<file path="config.mk">
export PLATFORM = sky130hd
export DESIGN_NAME = asrm_top
export DESIGN_NICKNAME = d
export VERILOG_FILES = /design/src/asrm_pkg.sv /design/src/asrm_top.sv /design/src/asrm_fifo.sv
export SDC_FILE = /design/constraint.sdc
export NUM_CORES = 2
export LEC_CHECK = 0
export BUFFER_PORTS_ARGS = -buffer_cell sky130_fd_sc_hd__buf_2
export CORE_ASPECT_RATIO = 0.9
export CORE_MARGIN = 2
export CORE_UTILIZATION = 50
export CTS_BUF_LIST = sky130_fd_sc_hd__clkbuf_4
export DETAILED_ROUTE_END_ITERATION = 10
export PLACE_DENSITY = 0.75
export SYNTH_ARGS = -nofsm -noshare
export SYNTH_HDL_FRONTEND = slang
export SYNTH_SLANG_ARGS = --single-unit
</file>
<file path="constraint.sdc">
create_clock -name SYS_CLK -period 7.4 [get_ports SYS_CLK]
set_input_delay 1.85 -clock SYS_CLK [delete_from_list [all_inputs] [get_ports SYS_CLK]]
set_output_delay 1.85 -clock SYS_CLK [all_outputs]
set_load 0.03 [all_outputs]
</file>
<file path="src/asrm_pkg.sv">
package asrm_pkg;
  // Clock rates in Hz; the converter tick may never run above its ceiling
  localparam int SYS_HZ = 20_000_000;
  localparam int ADC_MAX_HZ = 10_000_000;
  localparam int MIN_DIV = (SYS_HZ + ADC_MAX_HZ - 1) / ADC_MAX_HZ;
  localparam int NCH = 8;
  localparam int RES_W = 12;
  localparam int FIFO_DEPTH = 64;
  localparam int WORD_W = 16;
  // Converter ticks: conversion phase, shortest channel, 16-sample channel
  localparam int CONV_TICKS = 16;
  localparam int MIN_CHAN_TICKS = 18;
  localparam int AVG16_TICKS = 273;
  localparam int AVG_MAX_SH = 4;

  // Register byte offsets
  localparam logic [7:0] CTRL_OFF = 8'h00;
  localparam logic [7:0] CHEN_OFF = 8'h04;
  localparam logic [7:0] RNGEN_OFF = 8'h08;
  localparam logic [7:0] THR_OFF = 8'h0c;
  localparam logic [7:0] TIM_OFF = 8'h10;
  localparam logic [7:0] STAT_OFF = 8'h14;
  localparam logic [7:0] DATA_OFF = 8'h18;

  // Field positions
  localparam int CTRL_EN_BIT = 0;
  localparam int CTRL_CONT_BIT = 1;
  localparam int CTRL_RIE_BIT = 2;
  localparam int CTRL_QIE_BIT = 3;
  localparam int THR_LO_LSB = 0;
  localparam int THR_HI_LSB = 16;
  localparam int TIM_OPEN_LSB = 0;
  localparam int TIM_SMP_LSB = 8;
  localparam int TIM_AVG_LSB = 16;
  localparam int TIM_PRE_LSB = 24;
  localparam int STAT_BUSY_BIT = 0;
  localparam int STAT_OVF_BIT = 1;
  localparam int STAT_ROUND_BIT = 2;
  localparam int STAT_RANGE_BIT = 3;
  localparam int STAT_CNT_LSB = 8;

  // Reset values
  localparam logic [3:0] CTRL_RST = 4'h0;
  localparam logic [7:0] CHEN_RST = 8'hff;
  localparam logic [7:0] RNGEN_RST = 8'h00;
  localparam logic [31:0] THR_RST = 32'h0fff0000;
  localparam logic [31:0] TIM_RST = 32'h00000000;

  // Sequencer states, Gray coded along idle-open-sample-convert-store
  typedef enum logic [2:0] {
    ST_IDLE = 3'h0,
    ST_OPEN = 3'h1,
    ST_SAMPLE = 3'h3,
    ST_CONV = 3'h2,
    ST_STORE = 3'h6
  } asrm_state_e;
endpackage : asrm_pkg

</file>
<file path="src/asrm_top.sv">
// Operation
// - Continuous mode converts every enabled channel in turn, round robin, at a tick of 10 MHz at most.
// - One channel takes at least 18 ticks, more with open and sampling delays and averaging.
// - Results go into a 64-word FIFO, and a result arriving while it is full is an overflow.
// - With range checking on, a result above the high or below the low threshold raises the range interrupt.
// - Range checking works the same in continuous and single-shot mode.
// - The end of each full round of channels raises the round interrupt for CPU draining.
// - Each channel has its own range-check enable and only enabled channels are compared.
// - One high and one low threshold are shared by every channel.
// - After an overflow further results are lost until conversion is restarted, nothing else is upset.
// - A programmable prescaler divides the system clock down to the converter tick, and so to the wanted sampling rate.
// - Sixteen-sample averaging with minimum delays gives one result per 273 ticks.
module asrm_top #(
  parameter int NCH = asrm_pkg::NCH,
  parameter int RES_W = asrm_pkg::RES_W,
  parameter int DEPTH = asrm_pkg::FIFO_DEPTH
) (
  input wire logic SYS_CLK,
  input wire logic RST_N,
  input wire logic CE,
  input wire logic HSEL,
  input wire logic [31:0] HADDR,
  input wire logic [1:0] HTRANS,
  input wire logic HWRITE,
  input wire logic [2:0] HSIZE,
  input wire logic [31:0] HWDATA,
  input wire logic HREADY,
  output logic [31:0] HRDATA,
  output logic HREADYOUT,
  output logic HRESP,
  input wire logic [RES_W-1:0] ADC_RESULT,
  output logic [$clog2(NCH)-1:0] ADC_CHAN,
  output logic ADC_SAMPLE,
  output logic FIFO_VALID,
  output logic [asrm_pkg::WORD_W-1:0] FIFO_DATA,
  input wire logic FIFO_READY,
  output logic IRQ_ROUND,
  output logic IRQ_RANGE
);
  localparam int CW = $clog2(NCH);
  localparam int AW = $clog2(DEPTH);
  localparam int ACC_W = RES_W + asrm_pkg::AVG_MAX_SH;
  localparam logic [7:0] DIV_FLOOR = 8'(asrm_pkg::MIN_DIV - 1);
  localparam logic [7:0] CONV_LAST = 8'(asrm_pkg::CONV_TICKS - 1);

  // Next enabled channel after cur; top bit marks a wrap past the last one
  function automatic logic [CW:0] next_chan(input logic [NCH-1:0] en, input logic [CW-1:0] cur);
    logic [CW:0] res;
    logic found;
    logic [CW-1:0] idx;
    res = {1'b1, cur};
    found = 1'b0;
    for (int i = 1; i <= NCH; i++) begin
      idx = CW'((int'(cur) + i) % NCH);
      if (!found && en[idx]) begin
        found = 1'b1;
        res = {(int'(cur) + i) >= NCH, idx};
      end
    end
    return res;
  endfunction : next_chan

  logic [3:0] ctrl_reg;
  logic [NCH-1:0] chen_reg;
  logic [NCH-1:0] rngen_reg;
  logic [31:0] thr_reg;
  logic [31:0] tim_reg;
  logic ovf_flag_reg;
  logic round_flag_reg;
  logic range_flag_reg;
  logic ovf_lock_reg;
  logic wr_pend_reg;
  logic [7:0] wr_off_reg;
  logic [31:0] hrdata_reg;
  logic hready_reg;
  logic [7:0] div_reg;
  asrm_pkg::asrm_state_e st_reg;
  asrm_pkg::asrm_state_e st_next;
  logic [7:0] tcnt_reg;
  logic [CW-1:0] ch_reg;
  logic [4:0] smp_reg;
  logic [ACC_W-1:0] acc_reg;
  logic adc_sample_reg;
  logic irq_round_reg;
  logic irq_range_reg;
  logic [8:0] tick_cnt_reg;
  logic fifo_in_ready;
  logic fifo_valid;
  logic [asrm_pkg::WORD_W-1:0] fifo_data;
  logic [AW:0] fifo_count;

  // Bus address phase decode; whole words only, so size is not decoded
  wire ap_valid = HSEL && HREADY && HTRANS[1];
  wire [7:0] ap_off = HADDR[7:0];
  wire ap_rd = ap_valid && !HWRITE;
  wire wr_ctrl = wr_pend_reg && (wr_off_reg == asrm_pkg::CTRL_OFF);
  wire wr_chen = wr_pend_reg && (wr_off_reg == asrm_pkg::CHEN_OFF);
  wire wr_rngen = wr_pend_reg && (wr_off_reg == asrm_pkg::RNGEN_OFF);
  wire wr_thr = wr_pend_reg && (wr_off_reg == asrm_pkg::THR_OFF);
  wire wr_tim = wr_pend_reg && (wr_off_reg == asrm_pkg::TIM_OFF);
  wire wr_stat = wr_pend_reg && (wr_off_reg == asrm_pkg::STAT_OFF);
  wire cpu_pop = ap_rd && (ap_off == asrm_pkg::DATA_OFF);

  // Configuration fields
  wire en = ctrl_reg[asrm_pkg::CTRL_EN_BIT];
  wire cont = ctrl_reg[asrm_pkg::CTRL_CONT_BIT];
  wire [RES_W-1:0] thr_lo = thr_reg[asrm_pkg::THR_LO_LSB +: RES_W];
  wire [RES_W-1:0] thr_hi = thr_reg[asrm_pkg::THR_HI_LSB +: RES_W];
  wire [7:0] open_dly = tim_reg[asrm_pkg::TIM_OPEN_LSB +: 8];
  wire [7:0] smp_dly = tim_reg[asrm_pkg::TIM_SMP_LSB +: 8];
  wire [2:0] avg_fld = tim_reg[asrm_pkg::TIM_AVG_LSB +: 3];
  wire [7:0] presc = tim_reg[asrm_pkg::TIM_PRE_LSB +: 8];
  wire [2:0] avg_sh = (avg_fld > 3'(asrm_pkg::AVG_MAX_SH)) ? 3'(asrm_pkg::AVG_MAX_SH) : avg_fld;
  wire [4:0] n_smp = 5'h01 << avg_sh;

  // Prescaler: the floor keeps the converter tick at or under its ceiling
  wire [7:0] div_max = (presc < DIV_FLOOR) ? DIV_FLOOR : presc;
  wire tick = CE && (div_reg >= div_max);

  // Sequencer decisions
  wire [CW:0] first_ch = next_chan(chen_reg, CW'(NCH - 1));
  wire [CW:0] after_ch = next_chan(chen_reg, ch_reg);
  wire go = en && (chen_reg != '0);
  wire store_tick = tick && (st_reg == asrm_pkg::ST_STORE);
  wire conv_done = tick && (st_reg == asrm_pkg::ST_CONV) && (tcnt_reg == '0);
  wire last_smp = (smp_reg + 5'h01) == n_smp;
  wire round_end = store_tick && after_ch[CW];
  wire shot_end = round_end && !cont;
  wire keep_on = go && !shot_end;
  asrm_pkg::asrm_state_e start_st;
  assign start_st = (open_dly != '0) ? asrm_pkg::ST_OPEN : asrm_pkg::ST_SAMPLE;
  wire [ACC_W-1:0] acc_sum = acc_reg + ACC_W'(ADC_RESULT);

  // Averaged result and range compare, with no term for the conversion mode
  wire [RES_W-1:0] avg_res = RES_W'(acc_reg >> avg_sh);
  wire out_rng = (avg_res > thr_hi) || (avg_res < thr_lo);
  wire rng_hit = store_tick && rngen_reg[ch_reg] && out_rng;

  // Result word into the FIFO; a full FIFO is an overflow, later words drop
  wire push_req = store_tick && !ovf_lock_reg;
  wire fifo_push = push_req && fifo_in_ready;
  wire ovf_evt = push_req && !fifo_in_ready;
  wire [asrm_pkg::WORD_W-1:0] word_in = {4'(ch_reg), 12'(avg_res)};
  wire fifo_pop = fifo_valid && (FIFO_READY || cpu_pop);

  // Sticky flags: a hardware set beats a software write-one clear
  wire ovf_next = (ovf_flag_reg && !(wr_stat && HWDATA[asrm_pkg::STAT_OVF_BIT])) || ovf_evt;
  wire round_next = (round_flag_reg && !(wr_stat && HWDATA[asrm_pkg::STAT_ROUND_BIT])) || round_end;
  wire range_next = (range_flag_reg && !(wr_stat && HWDATA[asrm_pkg::STAT_RANGE_BIT])) || rng_hit;
  // The lock holds until the enable drops, by software (the restart step) or at a single-shot end
  wire lock_next = (ovf_lock_reg && en) || ovf_evt;

  // Read data, captured in the address phase so HRDATA is a register
  wire [31:0] stat_word = {{(24 - AW - 1){1'b0}}, fifo_count, 4'h0, range_flag_reg,
                           round_flag_reg, ovf_flag_reg, st_reg != asrm_pkg::ST_IDLE};
  // An empty FIFO reads as zero, never a stale or unwritten slot
  wire [asrm_pkg::WORD_W-1:0] pop_word = fifo_valid ? fifo_data : '0;
  wire [31:0] rd_mux =
    (ap_off == asrm_pkg::CTRL_OFF) ? {28'h0, ctrl_reg} :
    (ap_off == asrm_pkg::CHEN_OFF) ? 32'(chen_reg) :
    (ap_off == asrm_pkg::RNGEN_OFF) ? 32'(rngen_reg) :
    (ap_off == asrm_pkg::THR_OFF) ? thr_reg :
    (ap_off == asrm_pkg::TIM_OFF) ? tim_reg :
    (ap_off == asrm_pkg::STAT_OFF) ? stat_word :
    (ap_off == asrm_pkg::DATA_OFF) ? {fifo_valid, 15'h0, pop_word} : 32'h0;

  assign HRDATA = hrdata_reg;
  assign HREADYOUT = hready_reg;
  assign HRESP = 1'b0;
  assign ADC_CHAN = ch_reg;
  assign ADC_SAMPLE = adc_sample_reg;
  assign IRQ_ROUND = irq_round_reg;
  assign IRQ_RANGE = irq_range_reg;

  // Bus slave pipeline: zero wait states, OKAY on every access
  always_ff @(posedge SYS_CLK or negedge RST_N) begin
    if (!RST_N) begin
      wr_pend_reg <= 1'b0;
      wr_off_reg <= '0;
      hrdata_reg <= '0;
      hready_reg <= 1'b1;
    end else if (CE) begin
      wr_pend_reg <= ap_valid && HWRITE;
      wr_off_reg <= ap_off;
      hrdata_reg <= ap_rd ? rd_mux : hrdata_reg;
      hready_reg <= 1'b1;
    end
  end

  // Software registers; single shot clears its own enable, a write wins
  always_ff @(posedge SYS_CLK or negedge RST_N) begin
    if (!RST_N) begin
      ctrl_reg <= asrm_pkg::CTRL_RST;
      chen_reg <= asrm_pkg::CHEN_RST;
      rngen_reg <= asrm_pkg::RNGEN_RST;
      thr_reg <= asrm_pkg::THR_RST;
      tim_reg <= asrm_pkg::TIM_RST;
    end else if (CE) begin
      if (wr_ctrl) begin
        ctrl_reg <= HWDATA[3:0];
      end else if (shot_end) begin
        ctrl_reg[asrm_pkg::CTRL_EN_BIT] <= 1'b0;
      end
      chen_reg <= wr_chen ? HWDATA[NCH-1:0] : chen_reg;
      rngen_reg <= wr_rngen ? HWDATA[NCH-1:0] : rngen_reg;
      thr_reg <= wr_thr ? HWDATA : thr_reg;
      tim_reg <= wr_tim ? HWDATA : tim_reg;
    end
  end

  // Flags, overflow lock and interrupt lines
  always_ff @(posedge SYS_CLK or negedge RST_N) begin
    if (!RST_N) begin
      ovf_flag_reg <= 1'b0;
      round_flag_reg <= 1'b0;
      range_flag_reg <= 1'b0;
      ovf_lock_reg <= 1'b0;
      irq_round_reg <= 1'b0;
      irq_range_reg <= 1'b0;
    end else if (CE) begin
      ovf_flag_reg <= ovf_next;
      round_flag_reg <= round_next;
      range_flag_reg <= range_next;
      ovf_lock_reg <= lock_next;
      irq_round_reg <= round_next && ctrl_reg[asrm_pkg::CTRL_RIE_BIT];
      irq_range_reg <= range_next && ctrl_reg[asrm_pkg::CTRL_QIE_BIT];
    end
  end

  // Next state; dropping the enable abandons the channel at the next tick
  always_comb begin
    st_next = st_reg;
    if (tick) begin
      case (st_reg)
        asrm_pkg::ST_IDLE: st_next = go ? start_st : asrm_pkg::ST_IDLE;
        asrm_pkg::ST_OPEN: st_next = (tcnt_reg == '0) ? asrm_pkg::ST_SAMPLE : st_reg;
        asrm_pkg::ST_SAMPLE: st_next = (tcnt_reg == '0) ? asrm_pkg::ST_CONV : st_reg;
        asrm_pkg::ST_CONV: begin
          if (tcnt_reg == '0) begin
            st_next = last_smp ? asrm_pkg::ST_STORE : start_st;
          end
        end
        asrm_pkg::ST_STORE: st_next = keep_on ? start_st : asrm_pkg::ST_IDLE;
        default: st_next = asrm_pkg::ST_IDLE;
      endcase
      if (!go) begin
        st_next = asrm_pkg::ST_IDLE;
      end
    end
  end

  // Tick divider and phase timer; each sample is delays plus 17 ticks
  always_ff @(posedge SYS_CLK or negedge RST_N) begin
    if (!RST_N) begin
      div_reg <= '0;
      tcnt_reg <= '0;
    end else if (CE) begin
      div_reg <= tick ? 8'h00 : div_reg + 8'h01;
      if (tick) begin
        if (st_next != st_reg || st_reg == asrm_pkg::ST_STORE) begin
          case (st_next)
            asrm_pkg::ST_OPEN: tcnt_reg <= open_dly - 8'h01;
            asrm_pkg::ST_SAMPLE: tcnt_reg <= smp_dly;
            asrm_pkg::ST_CONV: tcnt_reg <= CONV_LAST;
            default: tcnt_reg <= '0;
          endcase
        end else if (tcnt_reg != '0) begin
          tcnt_reg <= tcnt_reg - 8'h01;
        end
      end
    end
  end

  // Channel, sample count and accumulator
  always_ff @(posedge SYS_CLK or negedge RST_N) begin
    if (!RST_N) begin
      st_reg <= asrm_pkg::ST_IDLE;
      ch_reg <= '0;
      smp_reg <= '0;
      acc_reg <= '0;
      adc_sample_reg <= 1'b0;
    end else if (CE) begin
      st_reg <= st_next;
      adc_sample_reg <= st_next == asrm_pkg::ST_SAMPLE;
      if (tick && st_reg == asrm_pkg::ST_IDLE) begin
        ch_reg <= first_ch[CW-1:0];
        smp_reg <= '0;
        acc_reg <= '0;
      end else if (store_tick) begin
        ch_reg <= after_ch[CW-1:0];
        smp_reg <= '0;
        acc_reg <= '0;
      end else if (conv_done) begin
        smp_reg <= smp_reg + 5'h01;
        acc_reg <= acc_sum;
      end
    end
  end

  asrm_fifo #(
    .W(asrm_pkg::WORD_W),
    .DEPTH(DEPTH)
  ) u_fifo (
    .clk(SYS_CLK),
    .rst_n(RST_N),
    .en(CE),
    .in_valid(fifo_push),
    .in_ready(fifo_in_ready),
    .in_data(word_in),
    .out_valid(fifo_valid),
    .out_ready(fifo_pop),
    .out_data(fifo_data),
    .count(fifo_count)
  );
  assign FIFO_VALID = fifo_valid;
  assign FIFO_DATA = fifo_data;

  // Ticks spent in one channel's sample phases, read only by the checks
  always_ff @(posedge SYS_CLK or negedge RST_N) begin
    if (!RST_N) begin
      tick_cnt_reg <= '0;
    end else if (tick) begin
      if (st_reg == asrm_pkg::ST_IDLE || st_reg == asrm_pkg::ST_STORE) begin
        tick_cnt_reg <= '0;
      end else begin
        tick_cnt_reg <= tick_cnt_reg + 9'h001;
      end
    end
  end
endmodule : asrm_top

</file>
<file path="src/asrm_fifo.sv">
module asrm_fifo #(
  parameter int W = 16,
  parameter int DEPTH = 64
) (
  input wire logic clk,
  input wire logic rst_n,
  input wire logic en,
  input wire logic in_valid,
  output logic in_ready,
  input wire logic [W-1:0] in_data,
  output logic out_valid,
  input wire logic out_ready,
  output logic [W-1:0] out_data,
  output logic [$clog2(DEPTH):0] count
);
  localparam int AW = $clog2(DEPTH);
  localparam logic [AW:0] FULL_CNT = (AW+1)'(DEPTH);

  logic [W-1:0] mem [DEPTH];
  logic [AW-1:0] wr_ptr_reg;
  logic [AW-1:0] rd_ptr_reg;
  logic [AW:0] count_reg;
  logic valid_reg;
  logic [W-1:0] data_reg;

  // Handshakes and next pointers
  wire push = in_valid && in_ready;
  wire pop = valid_reg && out_ready;
  wire [AW-1:0] rd_ptr_next = rd_ptr_reg + AW'(pop);
  wire [AW:0] count_next = count_reg + (AW+1)'(push) - (AW+1)'(pop);
  // A word written into the head slot must bypass the array
  wire bypass = push && (wr_ptr_reg == rd_ptr_next);

  assign in_ready = count_reg != FULL_CNT;
  assign out_valid = valid_reg;
  assign out_data = data_reg;
  assign count = count_reg;

  // Storage array, no reset needed
  always_ff @(posedge clk) begin
    if (en && push) begin
      mem[wr_ptr_reg] <= in_data;
    end
  end

  // Pointers, level and registered head word
  always_ff @(posedge clk or negedge rst_n) begin
    if (!rst_n) begin
      wr_ptr_reg <= '0;
      rd_ptr_reg <= '0;
      count_reg <= '0;
      valid_reg <= 1'b0;
      data_reg <= '0;
    end else if (en) begin
      wr_ptr_reg <= wr_ptr_reg + AW'(push);
      rd_ptr_reg <= rd_ptr_next;
      count_reg <= count_next;
      valid_reg <= count_next != '0;
      data_reg <= bypass ? in_data : mem[rd_ptr_next];
    end
  end
endmodule : asrm_fifo

</file>
=== Word-level counts from Yosys, hierarchy flattened ===
Memories as Yosys holds them, arrays and structs flattened. A register that Yosys moved wholly into a read port is not among the register bits.
Index checks and enable logic that the tools add are counted.

* Reductions and logical operators: 107
* $mul: 0
* Add/subtract/negate cells: 17
* Order comparisons: 22
* Bitwise operators: 0
* Shifts and indexed selects: 2
* Div/mod/pow operators: 0
* Mux-type cells: 84
* Equal/unequal tests: 22

{| class="wikitable"
|+ Operators by type and width
! cell !! number
|-
| 32-bit two-way mux || 7
|-
| 16-bit two-way mux || 5
|-
| 1-bit logical AND || 53
|-
| 3-bit two-way mux || 17
|-
| 8-bit by 5-bit == test with 1-bit output (second input constant) || 5
|-
| 3-bit by 4-bit < comparator with 1-bit output (second input constant) || 9
|-
| 8-bit by 4-bit == test with 1-bit output (second input constant) || 4
|-
| 4-bit two-way mux || 8
|-
| 8-bit two-way mux || 4
|-
| 4-bit greater-or-equal comparator (second input constant) || 7
|-
| 1-bit binary-select mux with 3-bit select || 9
|-
| 1-bit two-way mux || 27
|-
| 8-bit logical NOT || 3
|-
| 8-bit one-hot mux with 3 select lines || 1
|-
| 8-bit nonzero test || 3
|-
| 1-bit logical NOT || 23
|-
| 16-bit by 12-bit adder with 16-bit output || 1
|-
| 3-bit by 3-bit adder with 4-bit output (second input constant) || 4
|-
| 8-bit by 3-bit == test with 1-bit output (second input constant) || 2
|-
| 2-bit AND reduction || 8
|-
| 16-bit by 3-bit right shift with 12-bit output || 1
|-
| 8-bit by 1-bit subtractor with 8-bit output (second input constant) || 2
|-
| 5-bit two-way mux || 3
|-
| 3-bit one-hot mux with 5 select lines || 1
|-
| 30 further kinds || 47
|}

* Logic and storage cells: 282
* ROM bits: 0
* Memories kept: 1
* Input port bits: 88
* Flip-flop bits (word level): 211
* Output and inout port bits: 57
* Bits in latches: 0
* Bits in writable memories: 960

{| class="wikitable"
|+ Memory list
! memory !! depth !! width !! read ports !! clocked after Yosys merged registers in !! write ports !! line !! text
|-
| u_fifo.mem || 64 || 15 || 1 || 1 || 1 || asrm_fifo.sv:19 || <nowiki>logic [W-1:0] mem [DEPTH];</nowiki>
|}

=== Depth between registers and ports, before layout ===
* Depth after elaboration: 37
* Depth in mapped cells: 22
* Gate-level depth less buffers: 21

=== Modules after synthesis ===
A second synthesis with hierarchy kept.

* Cell total of the unflattened synthesis: 3111
* Area total of the unflattened synthesis: 53062.1 um^2

{| class="wikitable"
|+ Modules (own cells, without submodules)
! module !! area each (um^2) !! cells an instance !! times used
|-
| asrm_fifo || 41964.0 || 1986 || 1
|-
| asrm_top || 11098.1 || 1125 || 1
|}

=== Worst setup path before layout ===
OpenSTA, ideal clock, no wires.

* Path type: register to register
* Start point: reg tim_reg[16]
* End point: reg irq_range_reg, in the netlist IRQ_RANGE
* Arrival time: 6.281 ns
* Cell stages (with the launch flop): 16
* Data required time: 7.333 ns
* Setup slack: 1.052 ns
* Library setup time: 0.067 ns
* Period minus slack after synthesis: 6.348 ns
* Path buffers: 2
* Path through: dfrtp_1 > clkbuf_1 > clkbuf_1 > o21ai_0 > o21ai_0 > ha_1 > a21o_1 > a21o_1 > a21o_1 > a21o_1 > a21o_1 > a21oi_1 > nor2b_1 > o32a_1 > o311ai_0 > and2_1

* Cells in the longest elaborated chain, start to end: 8
* Elaborated cells between the ends (all ways): 9

{| class="wikitable"
|+ Ends and longest elaborated chain
! element !! line !! text
|-
| start: declaration || asrm_top.sv:67 || <nowiki>logic [31:0] tim_reg;</nowiki>
|-
| start signal: assignment || asrm_top.sv:197 || <nowiki>tim_reg <= asrm_pkg::TIM_RST;</nowiki>
|-
| start signal: assignment || asrm_top.sv:207 || <nowiki>tim_reg <= wr_tim ? HWDATA : tim_reg;</nowiki>
|-
| 3-bit > comparator || asrm_top.sv:113 || <nowiki>wire [2:0] avg_sh = (avg_fld > 3'(asrm_pkg::AVG_MAX_SH)) ? 3'(asrm_pkg::AVG_MAX_SH) : avg_fld;</nowiki>
|-
| 3-bit two-way mux * || asrm_top.sv:113 ||
|-
| 16-bit by 3-bit right shift with 12-bit output * || asrm_top.sv:135 || <nowiki>wire [RES_W-1:0] avg_res = RES_W'(acc_reg >> avg_sh);</nowiki>
|-
| net avg_res[5] || asrm_top.sv:135 ||
|-
| 12-bit > comparator or 12-bit < comparator (tied branches) || asrm_top.sv:136 || <nowiki>wire out_rng = (avg_res > thr_hi) || (avg_res < thr_lo);</nowiki>
|-
| 1-bit logical OR * || asrm_top.sv:136 ||
|-
| 1-bit logical AND * || asrm_top.sv:137 || <nowiki>wire rng_hit = store_tick && rngen_reg[ch_reg] && out_rng;</nowiki>
|-
| 1-bit logical OR * || asrm_top.sv:149 || <nowiki>wire range_next = (range_flag_reg && !(wr_stat && HWDATA[asrm_pkg::STAT_RANGE_BIT])) || rng_hit;</nowiki>
|-
| 1-bit logical AND * || asrm_top.sv:226 || <nowiki>irq_range_reg <= range_next && ctrl_reg[asrm_pkg::CTRL_QIE_BIT];</nowiki>
|-
| end signal: assignment || asrm_top.sv:226 ||
|-
| end: declaration || asrm_top.sv:85 || <nowiki>logic irq_range_reg;</nowiki>
|}

Mark *: on every way through the listed nets, which the timed path passes. The rest lies on a longest branch.
A chain may end at the register's enable or synchronous reset.

=== Worst setup path in the final report ===
* Start point: in HADDR[1]
* End point: reg u_fifo.data_reg[3], in the netlist u_fifo.out_data[3] (read register of u_fifo.mem)

* Cells in the longest elaborated chain, start to end: 6

{| class="wikitable"
|+ Ends and longest elaborated chain
! element !! line !! text
|-
| start: declaration || asrm_top.sv:22 || <nowiki>input wire logic [31:0] HADDR,</nowiki>
|-
| 8-bit by 5-bit == test with 1-bit output || asrm_top.sv:102 || <nowiki>wire cpu_pop = ap_rd && (ap_off == asrm_pkg::DATA_OFF);</nowiki>
|-
| 1-bit logical AND || asrm_top.sv:102 ||
|-
| 1-bit logical OR || asrm_top.sv:144 || <nowiki>wire fifo_pop = fifo_valid && (FIFO_READY || cpu_pop);</nowiki>
|-
| 1-bit logical AND || asrm_top.sv:144 ||
|-
| 1-bit logical AND || asrm_fifo.sv:28 || <nowiki>wire pop = valid_reg && out_ready;</nowiki>
|-
| 6-bit by 1-bit adder with 6-bit output || asrm_fifo.sv:29 || <nowiki>wire [AW-1:0] rd_ptr_next = rd_ptr_reg + AW'(pop);</nowiki>
|-
| net u_fifo.rd_ptr_next[0] || asrm_fifo.sv:29 ||
|-
| end: declaration || asrm_fifo.sv:24 || <nowiki>logic [W-1:0] data_reg;</nowiki>
|}

The timed path passes the listed nets, and every way through them passes these cells.

==> flow_summary.ini <==
[run_status]
status = complete, no violations

[finish]
layout.cells.most_common = edfxtp_1
synthToLayoutAreaGrowth_pct = 12.55
largest_register = u_fifo.mem
fin_cells = 4578
finalInstanceArea_mm2 = 0.05570
largest_reg_flops = 960
final_nets = 3265
layout_common_cells = edfxtp_1 (960), clkbuf_4 (427), mux4_2 (337)
post_route_cells_drive_above_1_share = 0.3565

[floorplanning]
core_area_mm2 = 0.09819
placementRows = 109
io_pins = 145
initial_utilization = 0.5040
die_w_um = 335.6
die_outline_height_um = 302.5
fp.dieArea_mm2 = 0.1015

[setup_path]
end_kind = register
critPathKind = input port to register
ff2ff_path_depth = 14
startpoint_of_the_most_critical_register_to_register_path = tim_reg[17]
cp.arrival_ns = 6.17
path_max_fanout = 52
worst_setup_sp_type = input port
r2r_end = IRQ_RANGE
path_common_cell = mux4_2
cp_slowest_cell = mux4_2
cp_data_required_time_ns = 8.29
cp_cell_sequence = buf_2 -> nor3_1 -> nand2_1 -> nor3_2 -> a22o_1 -> ha_4 -> buf_12 -> mux4_2 -> mux4_2 -> mux4_2 -> mux2i_1 -> a21oi_1
cp_slowest_stage_delay_ns = 0.63
worst-r2r-setup-slack_ns = 2.38

[clock_tree]
clock_sinks = 1170
postCtsResizedCells = 0
clock_tree.root_cell = clkbuf_4
cts_post_setup_buffers_inserted = 0
tritoncts = built
cts_buffers = 298
ctsLongestPathBuffers = 4
cts-hold-fix-buffers = 0
worst_skew_pair.late_latency_ns = 1.11
htree_num_levels = 5
worst_setup_hold_path_clk_slew_ns = 0.07

[flow_run]
cap_viol_max_count = 0

[synthesis]
arithmetic_cell_share_of_the_synthesized_area_counting_full_adders_half_adders_and_majority_gates = 0.01800
netlist-cell-type-count = 91
synth_area_leaders = edfxtp_1 (58%), mux4_2 (15%), dfrtp_1 (9.6%)
synth_top_cell_area_share = 0.5825
yosys-mux-area-fraction = 0.1845
synth_sequential_area_ratio = 0.6891
syn_inst = 2723
ys.flop_type = edfxtp_1
synth_async_sr_flop_share = 0.1795
synth_top_family_by_area = multiplexers
synth_simple_gate_area_frac = 0.04027
synth_top_area_cell = edfxtp_1
synth-seq-cells = 1170
yosysWarnings = 0
synth-compound-area-share = 0.04186
synth-edff-count = 960
synth_xor_area_frac = 0.008848
avgSynthCellArea_um2 = 18.18
netlist_area_mm2 = 0.04949

[sta]
timing.setup.tns_ns = 0
setup_repair_after_global_routing_missed_its_margin = false
max_slew_margin = 0.1356
tightest_slew_ns = 1.292
finalCriticalPeriod_ns = 5.280
clock_skew_ns = 0.07654
max_clock_freq_mhz = 189.4
final_hold_viol_count = 0
setup_viol_count_final = 0
final-max-slew-violation-count = 0
finalCritPeriodShare = 0.7135

[detailed_routing]
detail_route.wl_per_cell_um = 25.77
drc = 0
drt-total-wl_um = 118000
detail_route.iter0.violations = 3160
drtAntennaViolNets = 0
routed_via_count_divided_by_cell_count = 6.093
detailroute.via_count = 27890
number_of_iterations_in_the_first_detailed_routing_pass = 5

[power_and_ir_drop]
design_internal_power_mw = 11.52
irDropWorstVdd_v = 0.0002661
p_per_area_mw_per_mm2 = 291.4
sw_frac_of_total = 0.2900
share_clk_of_total_power = 0.321
pwr-share-seq = 0.448
power_leakage_nw = 20.29
p_total_mw = 16.23
comb_power_share = 0.232
switching_power_mw = 4.708

[placement]
place_hpwl_um = 71240
numPlacedInstances = 4083
io_buffer_count = 113
placed_area_mm2 = 0.05217
place_congestion = 0.9290

[global_routing]
grt_max_degree = 92
first_pass_grt_wire_length_um = 176200
vias_in_the_first_global_route = 28190
total_routing_usage_gr = 0.2343
grt_antenna_before_repair = 5
grt.overflow.total = 0

[hold_path]
hold_end = HRDATA[28]
hp-start = HRDATA[28]
min_delay_path_depth = 2
hold_path.class = register to register
[synth_stat cells, types with 63 or more instances]
cell and count:
nor2_1 144, nand2_1 134, clkbuf_1 109, edfxtp_1 960, ha_1 68, inv_1 76, o21ai_0 92, mux4_2 337
dfrtp_1 190, a21oi_1 63, mux2_2 108
[power groups by stage]
stage	combinational [mW]	sequential, mW	clock (mW)
3_3_place_gp	3.74	7.40	0
3_5_place_dp	3.80	7.40	0
5_1_grt	4.01	7.27	5.68
2_1_floorplan	2.71	7.38	0
6_report	3.76	7.27	5.20
4_1_cts	3.81	7.26	5.33
[how the worst max path moves through the flow]
stage                    endpoint   startpoint  depth (start not counted)
2_1_floorplan           IRQ_RANGE  tim_reg[16]                         15
3_5_place_dp   u_fifo.out_data[1]     HADDR[1]                         12
6_report       u_fifo.out_data[3]     HADDR[1]                         12
4_1_cts        u_fifo.out_data[3]     HADDR[1]                         12
3_3_place_gp   u_fifo.out_data[8]     HADDR[1]                         12
5_1_grt          u_fifo.out_valid  tim_reg[30]                         22
[area by class of cell]
type | instances | area, um2
clock buffer | 427 | 3206
timing repair buffer | 224 | 1509
sequential | 1170 | 34110
inverter | 76 | 285.3
clock inverter | 62 | 316.6
antenna | 6 | 15.01
multi-input combinational | 1337 | 14670
fill | 7314 | 42490
tap | 1276 | 1597
[critical path: cells and delay by family]
kind                       cells  cell delay, ns
buffers and inverters          2            0.54
AOI/OAI and AO/OA              2            0.47
muxes                          4            1.97
adders and majority gates      1            0.54
and+or+nand+nor                3            0.75
[metrics by stage]
step	utilization	setup slack (ns)	hold WS [ns]
floorplan	-	1.052	0.4467
global route	0.5672	2.023	0.5025
global placement	0.5313	1.127	0.4582
finish	0.5673	2.120	0.4773
CTS	0.5671	2.233	0.4868
detailed placement	0.5313	1.071	0.4703
[kinds of logic after synthesis]
| family | after synthesis |
|---|---|
| AND/OR/NAND/NOR | 427 |
| AO/OA/AOI/OAI | 311 |
| buffers and inverters | 217 |
| adder cells (fa/ha/maj) | 70 |
| flip-flops | 1170 |
| multiplexers | 476 |
| other | 2 |
| XOR/XNOR | 50 |
[routing by layer]
layer  track usage  part of all wire  vias up
li1              -                 -    11880
met1        0.3295              0.41    14380
met2        0.3657              0.48     1411
met3       0.05343             0.088      225
met4       0.08082             0.027        0
met5             0                 0        -
Power figures use the tool's default switching activity.
